## config.mk

```make
export PLATFORM = sky130hd
export DESIGN_NAME = adc_control_result_regs
export DESIGN_NICKNAME = d
export VERILOG_FILES = /design/src/design/adc_ctrl_pkg.sv /design/src/design/adc_clock_prescaler.sv /design/src/design/adc_control_result_regs.sv
export VERILOG_INCLUDE_DIRS = /design/src /design/src/design
export SDC_FILE = /design/constraint.sdc
export NUM_CORES = 1
export LEC_CHECK = 0
export BUFFER_PORTS_ARGS = -buffer_cell sky130_fd_sc_hd__clkbuf_2
export CAP_MARGIN = 20
export CORE_MARGIN = 4
export CORE_UTILIZATION = 50
export CTS_BUF_LIST = sky130_fd_sc_hd__clkbuf_8
export DETAILED_ROUTE_END_ITERATION = 8
export PLACE_DENSITY = 0.82
export SYNTH_ARGS = -nofsm -noshare
export SYNTH_HDL_FRONTEND = slang
export SYNTH_SLANG_ARGS = --single-unit
```

## constraint.sdc

```tcl
create_clock -name clk -period 2.5 [get_ports clk]
set_input_delay 0.25 -clock clk [delete_from_list [all_inputs] [get_ports clk]]
set_output_delay 0.25 -clock clk [all_outputs]
set_load 0.01 [all_outputs]
```

## src/design/adc_ctrl_params.svh

```systemverilog
// constants for the converter control block: offsets, fields, reset values
// assumes inclusion by bare name from the package and the register module
`ifndef ADC_CTRL_PARAMS_SVH
`define ADC_CTRL_PARAMS_SVH
`define CSR_OFFSET 8'h34
`define RESU_OFFSET 8'h35
`define RESL_OFFSET 8'h36
`define ADDR_W 8
`define CSR_DONE_BIT 7
`define CSR_DOUBLE_BIT 6
`define CSR_PON_BIT 5
`define CSR_CH_HI 2
`define CSR_CH_LO 0
`define RESL_QUARTER_BIT 3
`define REG_RESET 8'h00
`define RES_W 10
`define CH_W 3
`define CONV_CYCLES 14
`define RESP_OKAY 2'b00
`define RESP_SLVERR 2'b10
`define AXI_DW 32
`endif

```

## src/design/adc_ctrl_pkg.sv

```systemverilog
// types shared by the converter control block
// assumes the params header is on the include path
`include "adc_ctrl_params.svh"
package adc_ctrl_pkg;
	typedef logic [`RES_W-1:0] result_t;
	typedef logic [`CH_W-1:0] channel_t;
	typedef enum logic [1:0] {DIV_HALF, DIV_ONE, DIV_QUARTER} clk_div_e;
	typedef enum logic {CONV_IDLE, CONV_RUN} conv_state_e;
endpackage : adc_ctrl_pkg

```

## src/design/adc_clock_prescaler.sv

```systemverilog
// converter clock prescaler: one-cycle tick at the chosen rate
// assumes clk is the cpu clock and rst is synchronous active high
`timescale 1ns/100ps
module adc_clock_prescaler
	import adc_ctrl_pkg::*;
(
	// clock and reset
	input wire logic clk,
	input wire logic rst,
	// control
	input wire logic run,
	input clk_div_e divSel,
	// tick out
	output logic tick
);
	logic [1:0] cnt_r;

	always_ff @(posedge clk)
	begin
		if (rst || !run)
			cnt_r <= 2'h0;
		else
			cnt_r <= cnt_r + 2'h1;
	end

	always_comb
	begin
		case (divSel)
			DIV_ONE: tick = run;
			DIV_HALF: tick = run && cnt_r[0];
			DIV_QUARTER: tick = run && (cnt_r == 2'h3);
			default: tick = 1'b0;
		endcase
	end
endmodule : adc_clock_prescaler

```

## src/design/adc_control_result_regs.sv

```systemverilog
// converter control/status and result registers behind an axi4-lite slave
// assumes the analog core presents a sampled code on sarCode and range flags
//
// Implementation choice: the AXI4-Lite register port.
`timescale 1ns/100ps
`include "adc_ctrl_params.svh"

module adc_control_result_regs
	import adc_ctrl_pkg::*;
#(
	parameter int CONV_CYCLES = `CONV_CYCLES
)
(
	// clock and reset
	input wire logic clk,
	input wire logic rst,
	// axi4-lite write address and data
	input wire logic [31:0] s_axi_awaddr,
	input wire logic s_axi_awvalid,
	output logic s_axi_awready,
	input wire logic [31:0] s_axi_wdata,
	input wire logic [3:0] s_axi_wstrb,
	input wire logic s_axi_wvalid,
	output logic s_axi_wready,
	// axi4-lite write response
	output logic [1:0] s_axi_bresp,
	output logic s_axi_bvalid,
	input wire logic s_axi_bready,
	// axi4-lite read
	input wire logic [31:0] s_axi_araddr,
	input wire logic s_axi_arvalid,
	output logic s_axi_arready,
	output logic [31:0] s_axi_rdata,
	output logic [1:0] s_axi_rresp,
	output logic s_axi_rvalid,
	input wire logic s_axi_rready,
	// low-power mode from the system
	input wire logic haltMode,
	// analog core
	input wire logic [`RES_W-1:0] sarCode,
	input wire logic aboveHighRef,
	input wire logic belowLowRef,
	output logic [`CH_W-1:0] channelSelect,
	output logic analogEnable,
	output logic sampleStrobe
);
	logic done_r;
	logic double_r;
	logic powerOn_r;
	logic [`CH_W-1:0] channel_r;
	logic quarter_r;
	result_t result_r;
	conv_state_e state_r;
	logic [15:0] cycCnt_r;
	logic awHeld_r;
	logic wHeld_r;
	logic [31:0] awAddr_r;
	logic [31:0] wData_r;
	logic wLane0_r;
	logic convTick;
	logic convDone;
	logic running;
	logic doWrite;
	logic doRead;
	logic readUpper;
	logic [31:0] rdNxt;
	logic rdMapped;
	logic wrMapped;
	logic [7:0] wrByte;
	clk_div_e divSel;
	result_t codeNxt;

	// register indices are not word aligned, so byte address is four times index
	function automatic logic [31:0] byteAddr(input logic [`ADDR_W-1:0] idx);
		byteAddr = {22'h0, idx, 2'b00};
	endfunction : byteAddr

	function automatic logic hits(input logic [31:0] a, input logic [`ADDR_W-1:0] idx);
		hits = (a == byteAddr(idx));
	endfunction : hits

	function automatic logic isMapped(input logic [31:0] a);
		isMapped = hits(a, `CSR_OFFSET) || hits(a, `RESU_OFFSET) || hits(a, `RESL_OFFSET);
	endfunction : isMapped

	// write channel: address and data taken in either order
	assign doWrite = awHeld_r && wHeld_r && !s_axi_bvalid;
	assign wrMapped = isMapped(awAddr_r);
	assign wrByte = wData_r[7:0];

	always_ff @(posedge clk)
	begin
		if (rst)
		begin
			awHeld_r <= 1'b0;
			awAddr_r <= 32'h0000_0000;
			s_axi_awready <= 1'b0;
		end
		else
		begin
			s_axi_awready <= !awHeld_r && !s_axi_awready && s_axi_awvalid;
			if (s_axi_awvalid && s_axi_awready)
			begin
				awHeld_r <= 1'b1;
				awAddr_r <= s_axi_awaddr;
			end
			else if (doWrite)
				awHeld_r <= 1'b0;
		end
	end

	always_ff @(posedge clk)
	begin
		if (rst)
		begin
			wHeld_r <= 1'b0;
			wData_r <= 32'h0000_0000;
			wLane0_r <= 1'b0;
			s_axi_wready <= 1'b0;
		end
		else
		begin
			s_axi_wready <= !wHeld_r && !s_axi_wready && s_axi_wvalid;
			if (s_axi_wvalid && s_axi_wready)
			begin
				wHeld_r <= 1'b1;
				wData_r <= s_axi_wdata;
				wLane0_r <= s_axi_wstrb[0];
			end
			else if (doWrite)
				wHeld_r <= 1'b0;
		end
	end

	always_ff @(posedge clk)
	begin
		if (rst)
		begin
			s_axi_bvalid <= 1'b0;
			s_axi_bresp <= `RESP_OKAY;
		end
		else if (doWrite)
		begin
			s_axi_bvalid <= 1'b1;
			s_axi_bresp <= wrMapped ? `RESP_OKAY : `RESP_SLVERR;
		end
		else if (s_axi_bready)
			s_axi_bvalid <= 1'b0;
	end

	// control fields; reserved bits 4:3 and the done flag are not stored from writes
	always_ff @(posedge clk)
	begin
		if (rst)
		begin
			double_r <= 1'b0;
			powerOn_r <= 1'b0;
			channel_r <= '0;
			quarter_r <= 1'b0;
		end
		else if (doWrite && wLane0_r)
		begin
			if (hits(awAddr_r, `CSR_OFFSET))
			begin
				double_r <= wrByte[`CSR_DOUBLE_BIT];
				powerOn_r <= wrByte[`CSR_PON_BIT];
				channel_r <= wrByte[`CSR_CH_HI:`CSR_CH_LO];
			end
			if (hits(awAddr_r, `RESL_OFFSET))
				quarter_r <= wrByte[`RESL_QUARTER_BIT];
		end
	end

	// read channel
	assign doRead = s_axi_arvalid && s_axi_arready;
	assign readUpper = doRead && hits(s_axi_araddr, `RESU_OFFSET);
	assign rdMapped = isMapped(s_axi_araddr);

	always_comb
	begin
		rdNxt = 32'h0000_0000;
		if (hits(s_axi_araddr, `CSR_OFFSET))
			rdNxt[7:0] = {done_r, double_r, powerOn_r, 2'b00, channel_r};
		else if (hits(s_axi_araddr, `RESU_OFFSET))
			rdNxt[7:0] = result_r[9:2];
		else if (hits(s_axi_araddr, `RESL_OFFSET))
			rdNxt[7:0] = {4'h0, quarter_r, 1'b0, result_r[1:0]};
	end

	always_ff @(posedge clk)
	begin
		if (rst)
		begin
			s_axi_arready <= 1'b0;
			s_axi_rvalid <= 1'b0;
			s_axi_rdata <= 32'h0000_0000;
			s_axi_rresp <= `RESP_OKAY;
		end
		else
		begin
			s_axi_arready <= !s_axi_rvalid && !s_axi_arready && s_axi_arvalid;
			if (doRead)
			begin
				s_axi_rvalid <= 1'b1;
				s_axi_rdata <= rdNxt;
				s_axi_rresp <= rdMapped ? `RESP_OKAY : `RESP_SLVERR;
			end
			else if (s_axi_rready)
				s_axi_rvalid <= 1'b0;
		end
	end

	// converter clock and conversion sequencing
	assign running = powerOn_r && !haltMode;
	assign divSel = quarter_r ? DIV_QUARTER : (double_r ? DIV_ONE : DIV_HALF);

	adc_clock_prescaler u_prescaler (
		.clk(clk),
		.rst(rst),
		.run(running),
		.divSel(divSel),
		.tick(convTick)
	);

	assign convDone = (state_r == CONV_RUN) && convTick &&
		(cycCnt_r == 16'(CONV_CYCLES - 1));

	always_ff @(posedge clk)
	begin
		if (rst)
		begin
			state_r <= CONV_IDLE;
			cycCnt_r <= 16'h0000;
		end
		else
		begin
			case (state_r)
				CONV_IDLE:
				begin
					cycCnt_r <= 16'h0000;
					if (running)
						state_r <= CONV_RUN;
				end
				CONV_RUN:
				begin
					if (!running)
						state_r <= CONV_IDLE;
					else if (convDone)
						cycCnt_r <= 16'h0000;
					else if (convTick)
						cycCnt_r <= cycCnt_r + 16'h0001;
				end
				default: state_r <= CONV_IDLE;
			endcase
		end
	end

	// clamp out-of-range inputs
	always_comb
	begin
		if (aboveHighRef)
			codeNxt = '1;
		else if (belowLowRef)
			codeNxt = '0;
		else
			codeNxt = sarCode;
	end

	always_ff @(posedge clk)
	begin
		if (rst)
			result_r <= '0;
		else if (convDone)
			result_r <= codeNxt;
	end

	// set wins over the clearing read; polled only, no interrupt output
	always_ff @(posedge clk)
	begin
		if (rst)
			done_r <= 1'b0;
		else if (convDone)
			done_r <= 1'b1;
		else if (readUpper)
			done_r <= 1'b0;
	end

	always_ff @(posedge clk)
	begin
		if (rst)
		begin
			channelSelect <= '0;
			analogEnable <= 1'b0;
			sampleStrobe <= 1'b0;
		end
		else
		begin
			channelSelect <= channel_r;
			analogEnable <= running;
			sampleStrobe <= convDone;
		end
	end
endmodule : adc_control_result_regs

```

; ---- Yosys cells after proc, flatten, opt, wreduce, memory -nomap -nowiden
; Index checks and enable logic that the tools add are counted.
[op_classes]
n_mux = 24
n_bitwise = 1
n_addsub = 2
eq_ne = 12
reduce_logical = 41
[op_table]
columns = op, n
row1 = $eq 32x8->1 const B, 6
row2 = $mux 16, 3
row3 = $pmux 16 s2, 1
row4 = $mux 10, 2
row5 = $logic_and 1x1->1, 18
row6 = $add 16x1->16 const B, 1
row7 = $eq 16x4->1 const B, 1
row8 = $mux 8, 2
row9 = $mux 1, 11
row10 = $reduce_bool 2->1, 5
row11 = $logic_not 1->1, 9
row12 = $mux 2, 3
row13 = $reduce_and 2->1, 3
row14 = $logic_or 1x1->1, 5
row15 = $eq 2x2->1 const B, 2
row16 = $mux 4, 1
row17 = $ne 3x1->1 const B, 1
row18 = $pmux 1 s3, 1
row19 = $add 2x1->2 const B, 1
row20 = $eq 2x1->1 const B, 1
row21 = $logic_not 2->1, 1
row22 = $ne 2x1->1 const B, 1
row23 = $not 1->1, 1
[totals]
reg_bits = 100
in_bits = 120
out_inout_bits = 46
wordCells = 105

; ---- Depth between registers and ports, before layout
; Gate-level depths: netlist (run 1).
[logic_depth]
word_depth = 9
depth_mapped = 8
mapped_depth_nobuf = 7

; ---- Hierarchy
; A second synthesis (run 1) with hierarchy kept.
[hier_totals]
cells_unflattened = 513
hier_area_um2 = 4295.4
[modules_own_cells]
columns = mod, seq_area_each_um2, instances, area_each_um2, cells_per_inst
row1 = adc_control_result_regs, 1881.8, 1, 4204.0, 505
row2 = adc_clock_prescaler, 40.0, 1, 91.3, 8

; ---- Worst setup path before layout (run 1)
; No wires, ideal clock.
[synth_timing]
path_kind = register -> register
from = reg s_axi_bvalid
to = reg channel_r[0]
setup_ns = 0.128
arrival_time_ns = 1.806
path_slack_ns = 0.566
required_time_ns = 2.372
path_buffers = 0
path_stages_with_launch = 6
synth_period_minus_slack_ns = 1.934
cell_sequence = dfxtp_1 nand3b_1 or4b_2 nor3_2 mux2i_1 nor2_1
[synth_via]
elab_chain_len = 4
[synth_lines]
columns = item, line_no
row1 = from (decl), adc_control_result_regs.sv:27  ; output logic s_axi_bvalid,
row2 = from (signal assigned), adc_control_result_regs.sv:139  ; s_axi_bvalid <= 1'b0;
row3 = from (signal assigned), adc_control_result_regs.sv:144  ; s_axi_bvalid <= 1'b1;
row4 = from (signal assigned), adc_control_result_regs.sv:148  ; s_axi_bvalid <= 1'b0;
row5 = $logic_not 1->1, adc_control_result_regs.sv:87  ; assign doWrite = awHeld_r && wHeld_r && !s_axi_bvalid;
row6 = $logic_and 1x1->1, adc_control_result_regs.sv:87
row7 = $logic_and 1x1->1, adc_control_result_regs.sv:161  ; else if (doWrite && wLane0_r)
row8 = $reduce_and 2->1 (no source line), --
row9 = to (signal assigned), adc_control_result_regs.sv:167  ; channel_r <= wrByte[`CSR_CH_HI:`CSR_CH_LO];
row10 = to (decl), adc_control_result_regs.sv:50  ; logic [`CH_W-1:0] channel_r;
; Every way passes these cells.
; A chain may end at the register's enable or synchronous reset.

; ---- Worst setup path in the final report (run 1)
[layout_timing]
from = reg cycCnt_r[5]
to = reg result_r[8]
[layout_via]
elab_chain_len = 2
[layout_lines]
columns = item, line_no
row1 = from (decl), adc_control_result_regs.sv:54  ; logic [15:0] cycCnt_r;
row2 = from (signal assigned), adc_control_result_regs.sv:251  ; cycCnt_r <= cycCnt_r + 16'h0001;
row3 = $eq 16x4->1, adc_control_result_regs.sv:226  ; (cycCnt_r == 16'(CONV_CYCLES - 1));
row4 = $logic_and 1x1->1, adc_control_result_regs.sv:225  ; assign convDone = (state_r == CONV_RUN) && convTick &&
row5 = to (signal assigned), adc_control_result_regs.sv:274  ; result_r <= codeNxt;
row6 = to (decl), adc_control_result_regs.sv:52  ; result_t result_r;
; Every way passes these cells.

==> impl_results.md, run 1 <==
* Via/cell ratio at 5.29
* Yosys warning count at 0
* Num Clock Sinks at 96
* Synth Area in Adders at 0.904%
* Share of layout cells above drive strength 1 at 24.1%
* Iteration-0 DRC count of the detailed router at 242
* Dpl cells at 679
* Fin crit share at 91.7%
* CTS buffer count at 9
* Type of the worst min-delay path: in2reg
* Layout Skew at 0.00936 ns
* Dpl hpwl at 6950 µm
* Number of global-route vias before repair at 3492
* Design area at 0.00486 mm²
* # setup viols final at 0
* Worst skew pair latency at 0.36 ns
* Most used DFF post-synth: dfxtp_1
* CTS clk-pin slew, worst paths at 0.08 ns
* Hold Violations, Final at 0
* WL/cell at 13.6 µm
* Largest net degree at the start of global routing at 79
* Worst Tran Pin Value at 0.846 ns
* VDD IR max at 0.354 mV
* MaxCap Viol Count at 0
* Standard-cell rows at 32
* ANT nets after route at 0
* Simple-gate share of the synthesized area at 24.2%
* Power per standard cell area at 573 mW/mm²
* DP Area at 0.00466 mm²
* DRC at 0
* Register area share after synthesis at between 40% and 50%
* Utilization of the core after routing at 61.7%
* Setup TNS at 0 ns
* Setup CP Type: reg2reg
* CTS tree: yes
* GP Congestion at around 0.8
* Antenna violations before repair at 0
* Cell Count, Final, Fillers Out at around 700
* Io pins at around 170
* FMAX at 436 MHz
* RSZ-0062 raised after global routing: false
* WP data required at 2.77 ns
* Largest family of logic cells by synthesized area: simple AND/OR/NAND/NOR gates
* Count leader, synth: dfxtp_1
* Worst Setup Start Kind: flip-flop
* Top cells by area, synth: dfxtp_1, nand2_1, a21oi_1
* Synthesized cell area at about 0.0042 mm²
* Vias at 3674
* Setup Buffers After CTS at 0
* First-pass GRT wire length at 15400 µm
* Number of diodes at 0
* Syn Inst Count at 490
* H-tree depth at 3
* Synth area leader: dfxtp_1
* Detailed-router iteration count before antenna repair at 4
* Die area at 0.00983 mm²
* Slew HR at 43.6%
* Total gr overflow at 0
* Area grow syn2layout at 17.1%
* Clk buf depth at 2
* Layout Nets at just over 700
* DRT Wirelength at 9480 µm
* CP Capture Type: flip-flop
* Number of synthesized flops with an enable pin at 0
* Yosys cell types at 45
* GRT Overall Usage at 19.0%
* Crit-path max FO at 20
* Die Y at 99.2 µm
* Post-layout minimum cycle time at between 2 and 2.5 ns
* Initial Util at 52.7%
* Core area at 0.00789 mm²
* Async SR Flop Fraction at 0%
* Synth Area in XOR/XNOR at less than 1%
* Post-synth top cells: dfxtp_1, nand2_1, a21oi_1
* Arrival time worst endpoint at around 2.6 ns
* Post-CTS resize count at 0
* Mux share of post-synthesis cell area at between 3 and 4%
* PortBufs at 110
* Compound-Gate Fraction of Synth Area at 16.7%
* Final slew viol count at 0
* CTS Root Cell: clkbuf_8
* Total power at 2.79 mW
* Seq cells post-synth at 96
* Syn avg cell area at 8.48 µm²
* Post-synth top area share at 46.3%
* Status: finished clean
* Pleak at 1.93 nW
* Die X-Extent at 99.2 µm
* Hold-fix buffers at CTS at 0
[registers in the layout (all words and copies together) (netlist names), 2 cells and up]
signal	cells
awAddr_r	32
cycCnt_r	16
result_r	10
s_axi_rdata	8
wData_r	6
channelSelect	3
channel_r	3
u_prescaler.cnt_r	2
[cells in the final DEF, fill, tap and decap left out, types with 10 or more instances in the layout]
cell type and instances:
a211oi_2 10, a21oi_1 66, clkbuf_2 110, clkbuf_8 11, conb_1 26, dfxtp_1 96
mux2i_1 15, nand2_1 92, nand3_1 16, nor2_1 30, nor4_1 13, o21ai_0 10
[through the flow]
stage               setup WS (ns)  hold slack, ns
detailed placement          0.326           0.447
floorplan                   0.566           0.386
finish                      0.209           0.102
CTS                         0.235          0.0896
global route                0.153          0.0959
global placement           0.0877           0.440
[worst max-delay path, stage by stage, from the launching register on]
cell and delay, ns:
dfxtp_1 0.36, or4_1 0.58, nor4_4 0.42, and3_1 0.22, buf_4 0.27, nor2_1 0.11, a211oi_2 0.23
[layer usage]
metal,track usage (%),wire length [µm],vias up
li1,-,-,1861
met1,22.9,4120,1674
met2,32.5,4590,127
met3,4.49,601,12
met4,7.77,169,0
met5,0,0,-
[report_power, final]
part	internal, mW	switching (mW)
Clock	0.507	0.500
Combinational	0.0880	0.122
Sequential	1.55	0.0178
Total	2.15	0.640
[cell type report]
type                            count  area (µm²)
Inverter                            5        18.8
Multi-Input combinational cell    361        2000
Clock inverter                      5        48.8
Timing Repair Buffer              115         592
Tap cell                          102         128
Sequential cell                    96        1920
Clock buffer                       11         151
Fill cell                         690        3020
[cells by family after synthesis]
family,count (synthesis)
DFF,96
AOI/OAI and AO/OA,111
other,1
xor gates and xnor gates,2
adders and majority gates,3
buffers and inverters,58
and+or+nand+nor,204
muxes,15
[final timing paths]
kind / from / end / slack [ns] / cells after the start
worst max-delay path: cycCnt_r[5]$_SDFFE_PP0P_ / result_r[8]$_SDFFE_PP0P_ / 0.21 / 6
worst min-delay path: s_axi_awaddr[23] / awAddr_r[23]$_SDFFE_PP0P_ / 0.10 / 3
worst max register to register: cycCnt_r[5]$_SDFFE_PP0P_ / result_r[8]$_SDFFE_PP0P_ / 0.21 / 6
worst min register to register: awAddr_r[5]$_SDFFE_PP0P_ / awAddr_r[5]$_SDFFE_PP0P_ / 0.45 / 2
(Power assumes the default switching activity.)
==> inputs of run 2 (changes only) <==
--- a/config.mk
+++ b/config.mk
@@ -6,10 +6,11 @@
 export SDC_FILE = /design/constraint.sdc
 export NUM_CORES = 1
 export LEC_CHECK = 0
+export ABC_AREA = 1
 export BUFFER_PORTS_ARGS = -buffer_cell sky130_fd_sc_hd__clkbuf_2
 export CAP_MARGIN = 20
 export CORE_MARGIN = 4
-export CORE_UTILIZATION = 50
+export CORE_UTILIZATION = 51
 export CTS_BUF_LIST = sky130_fd_sc_hd__clkbuf_8
 export DETAILED_ROUTE_END_ITERATION = 8
 export PLACE_DENSITY = 0.82
==> impl_results.md, run 2 <==
* Status: finished clean
* Sequential Area at between 0.0015 and 0.002 mm²
* Worst Tran Pin Value at 0.607 ns
* Seq cells post-synth at 96
* CTS buffer count at 9
* Standard-cell rows at 34
* Synth area leader: dfxtp_1
* Layout Skew at 0.0142 ns
* Max reg flops at 32
* First-pass GRT wire length at 15900 µm
* Multi-input logic area at 0.00208 mm²
* WL/cell at 11.1 µm
* P_int at around 2.1 mW
* Final slew viol count at 0
* Core area at ~0.0087 mm²
* Die area at 0.0105 mm²
* Antenna violations before repair at 0
* GRT Overall Usage at 18.5%
* Total gr overflow at 0
* Hold-fix buffers at CTS at 0
* # setup viols final at 0
* Iteration-0 DRC count of the detailed router at 152
* CTS Root Cell: clkbuf_8
* DRC at 0
* Power per standard cell area at 548 mW/mm²
* Most used DFF post-synth: dfxtp_1
* Syn avg cell area at between 6 and 7 µm²
* WP data required at 2.80 ns
* Initial Util at 52.2%
* Max incr delay on CP at 0.49 ns
* Num Clock Sinks at 96
* Most frequent cells in the layout: nor2_1, nand2_1, clkbuf_2, dfxtp_1, inv_1
* RSZ-0062 raised after global routing: false
* Top Registers: awAddr_r (32), cycCnt_r (16), result_r (10)
* Pleak at 2.40 nW
* Async SR Flop Fraction at 0%
* Worst skew pair latency at 0.36 ns
* PortBufs at 110
* Setup CP Type: reg2reg
* Die X-Extent at 102 µm
* Seq pwr share at between 50% and 60%
* Worst slack at placement at 0.701 ns
* VDD IR max at 0.395 mV
* Post-CTS resize count at 0
* Vias at 4235
* Yosys warning count at 0
* Largest net degree at the start of global routing at 59
* Post-synth top cells: nor2_1, nand2_1, dfxtp_1
* CTS tree: yes
* Leading cell type in the layout, fill and taps excluded: nor2_1
* Slew HR at just under 60%
* Layout Nets at 885
* Die Y at 102 µm
* Arrival time worst endpoint at about 2.1 ns
* Area grow syn2layout at 16.0%
* Net Switching at approximately 800 µW
* FMAX at 552 MHz
* PnR worst setup slack at ~0.69 ns
* Clk buf depth at 2
* MaxCap Viol Count at 0
* Via/cell ratio at 4.84
* Hold Violations, Final at 0
* Dpl hpwl at 7340 µm
* Crit-path cells: inv_1 -> nand2_1 -> o211ai_4 -> nor2_4 -> inv_2 -> nor2_2 -> o21ai_0 -> a21oi_1
* Top cells by area, synth: dfxtp_1, nor2_1, nand2_1
* Worst Setup Start Kind: flip-flop
* Yosys cell types at 34
* Comb pwr share at 9.4%
* Share of layout cells above drive strength 1 at between 15 and 20%
* Number of diodes at 0
* Setup Buffers After CTS at 0
* Post-layout minimum cycle time at 1.81 ns
* Type of the worst min-delay path: in2reg
* Switching share of total power at 27.5%
* Utilization of the core after routing at 60.5%
* H-tree depth at 3
* Fin crit share at 72.4%
* Top reg by flops: awAddr_r
* Setup TNS at 0 ns
* GP Congestion at approximately 0.80
* Io pins at 166
* Syn Inst Count at 660
* Register area share after synthesis at between 40% and 50%
* CTS clk-pin slew, worst paths at between 0.1 and 0.15 ns
* Synthesized cell area at 0.00453 mm²
* Power share of the clock group at 35.4%
* DP Area at 0.00505 mm²
* Number of global-route vias before repair at 3797
* DRT Wirelength at 9710 µm
* Number of synthesized flops with an enable pin at 0
* Worst path slowest cell: nor2_2
* Post-synth top area share at 42.4%
* ANT nets after route at 0
* CP Capture Type: flip-flop
* FILL cells at 822
* Crit-path max FO at 13
* Count leader, synth: nor2_1
* Detailed-router iteration count before antenna repair at 5
* Design area at around 0.0053 mm²
-- run 2: cell count changes after synthesis, sizes merged, moves of 17 or more --
cell / before / now
nand2: 92 / 113
nand3: 16 / 33
inv: 4 / 89
a21oi: 66 / 46
o21ai: 10 / 70
nor2: 30 / 130
-- run 2: through the flow --
stage / total power, mW / hold WS [ns] / instances
5_1_grt: 3.01 / 0.0903 / 875
3_5_place_dp: 1.90 / 0.434 / 859
2_1_floorplan: 1.82 / 0.377 / 685
3_3_place_gp: 1.89 / 0.425 / 859
4_1_cts: 2.90 / 0.0758 / 875
6_report: 2.88 / 0.0954 / 875
-- run 2: kinds of logic (layout without fill, tap and decap cells) --
group / after synthesis / in the layout / synth area share, %
compound gates: 123 / 123 / 14.4
xor+xnor: 2 / 2 / 0.387
fa+ha+maj: 3 / 3 / 0.829
buf+inv: 137 / 219 / 13.7
flops: 96 / 96 / 42.4
other cells: 1 / 26 / 0.0828
simple gates: 298 / 298 / 28.2
-- run 2: worst paths after layout --
kind / startpoint / end / slack, ns / cells after the start
worst max-delay path: quarter_r$_SDFFE_PP0P_ / cycCnt_r[14]$_SDFFE_PP0P_ / 0.69 / 8
worst min-delay path: s_axi_awvalid / s_axi_awready$_SDFF_PP0_ / 0.1 / 3
worst min register to register: s_axi_wready$_SDFF_PP0_ / s_axi_wready$_SDFF_PP0_ / 0.45 / 1
worst max register to register: quarter_r$_SDFFE_PP0P_ / cycCnt_r[14]$_SDFFE_PP0P_ / 0.69 / 8
-- run 2: final cells by class --
cell class              instances  share of cell area [%]
multi-input cells             452                    39.6
flip-flops and latches         96                    36.6
repair buffers                113                    10.9
inverters                      90                    6.43
well taps                     108                    2.57
clock buffers                   9                    2.36
clock inverters                 7                    1.55
-- run 2: metal layers --
| layer | routed length (µm) | share of wire [%] | vias up | global-route usage, % |
|---|---|---|---|---|
| met5 | 0 | 0 | - | 0 |
| met4 | 85 | 0.88 | 0 | 4.14 |
| met2 | 4850 | 50 | 104 | 32.8 |
| met3 | 610 | 6.3 | 9 | 5.12 |
| met1 | 4160 | 43 | 1894 | 22.4 |
| li1 | - | - | 2228 | - |
-- run 2: worst max-delay path: cells and delay by family (launching register included) --
kind	cells	cell delay, ns
compound gates	3	0.44
flops	1	0.40
simple gates	3	0.75
buf+inv	2	0.16
-- run 2: power groups by stage --
stage | combinational [mW] | clock (mW) | sequential (mW)
after global routing | 0.314 | 1.10 | 1.60
after detailed placement | 0.273 | 0 | 1.63
after global placement | 0.264 | 0 | 1.62
after CTS | 0.274 | 1.04 | 1.59
final | 0.272 | 1.02 | 1.59
after floorplan | 0.191 | 0 | 1.62
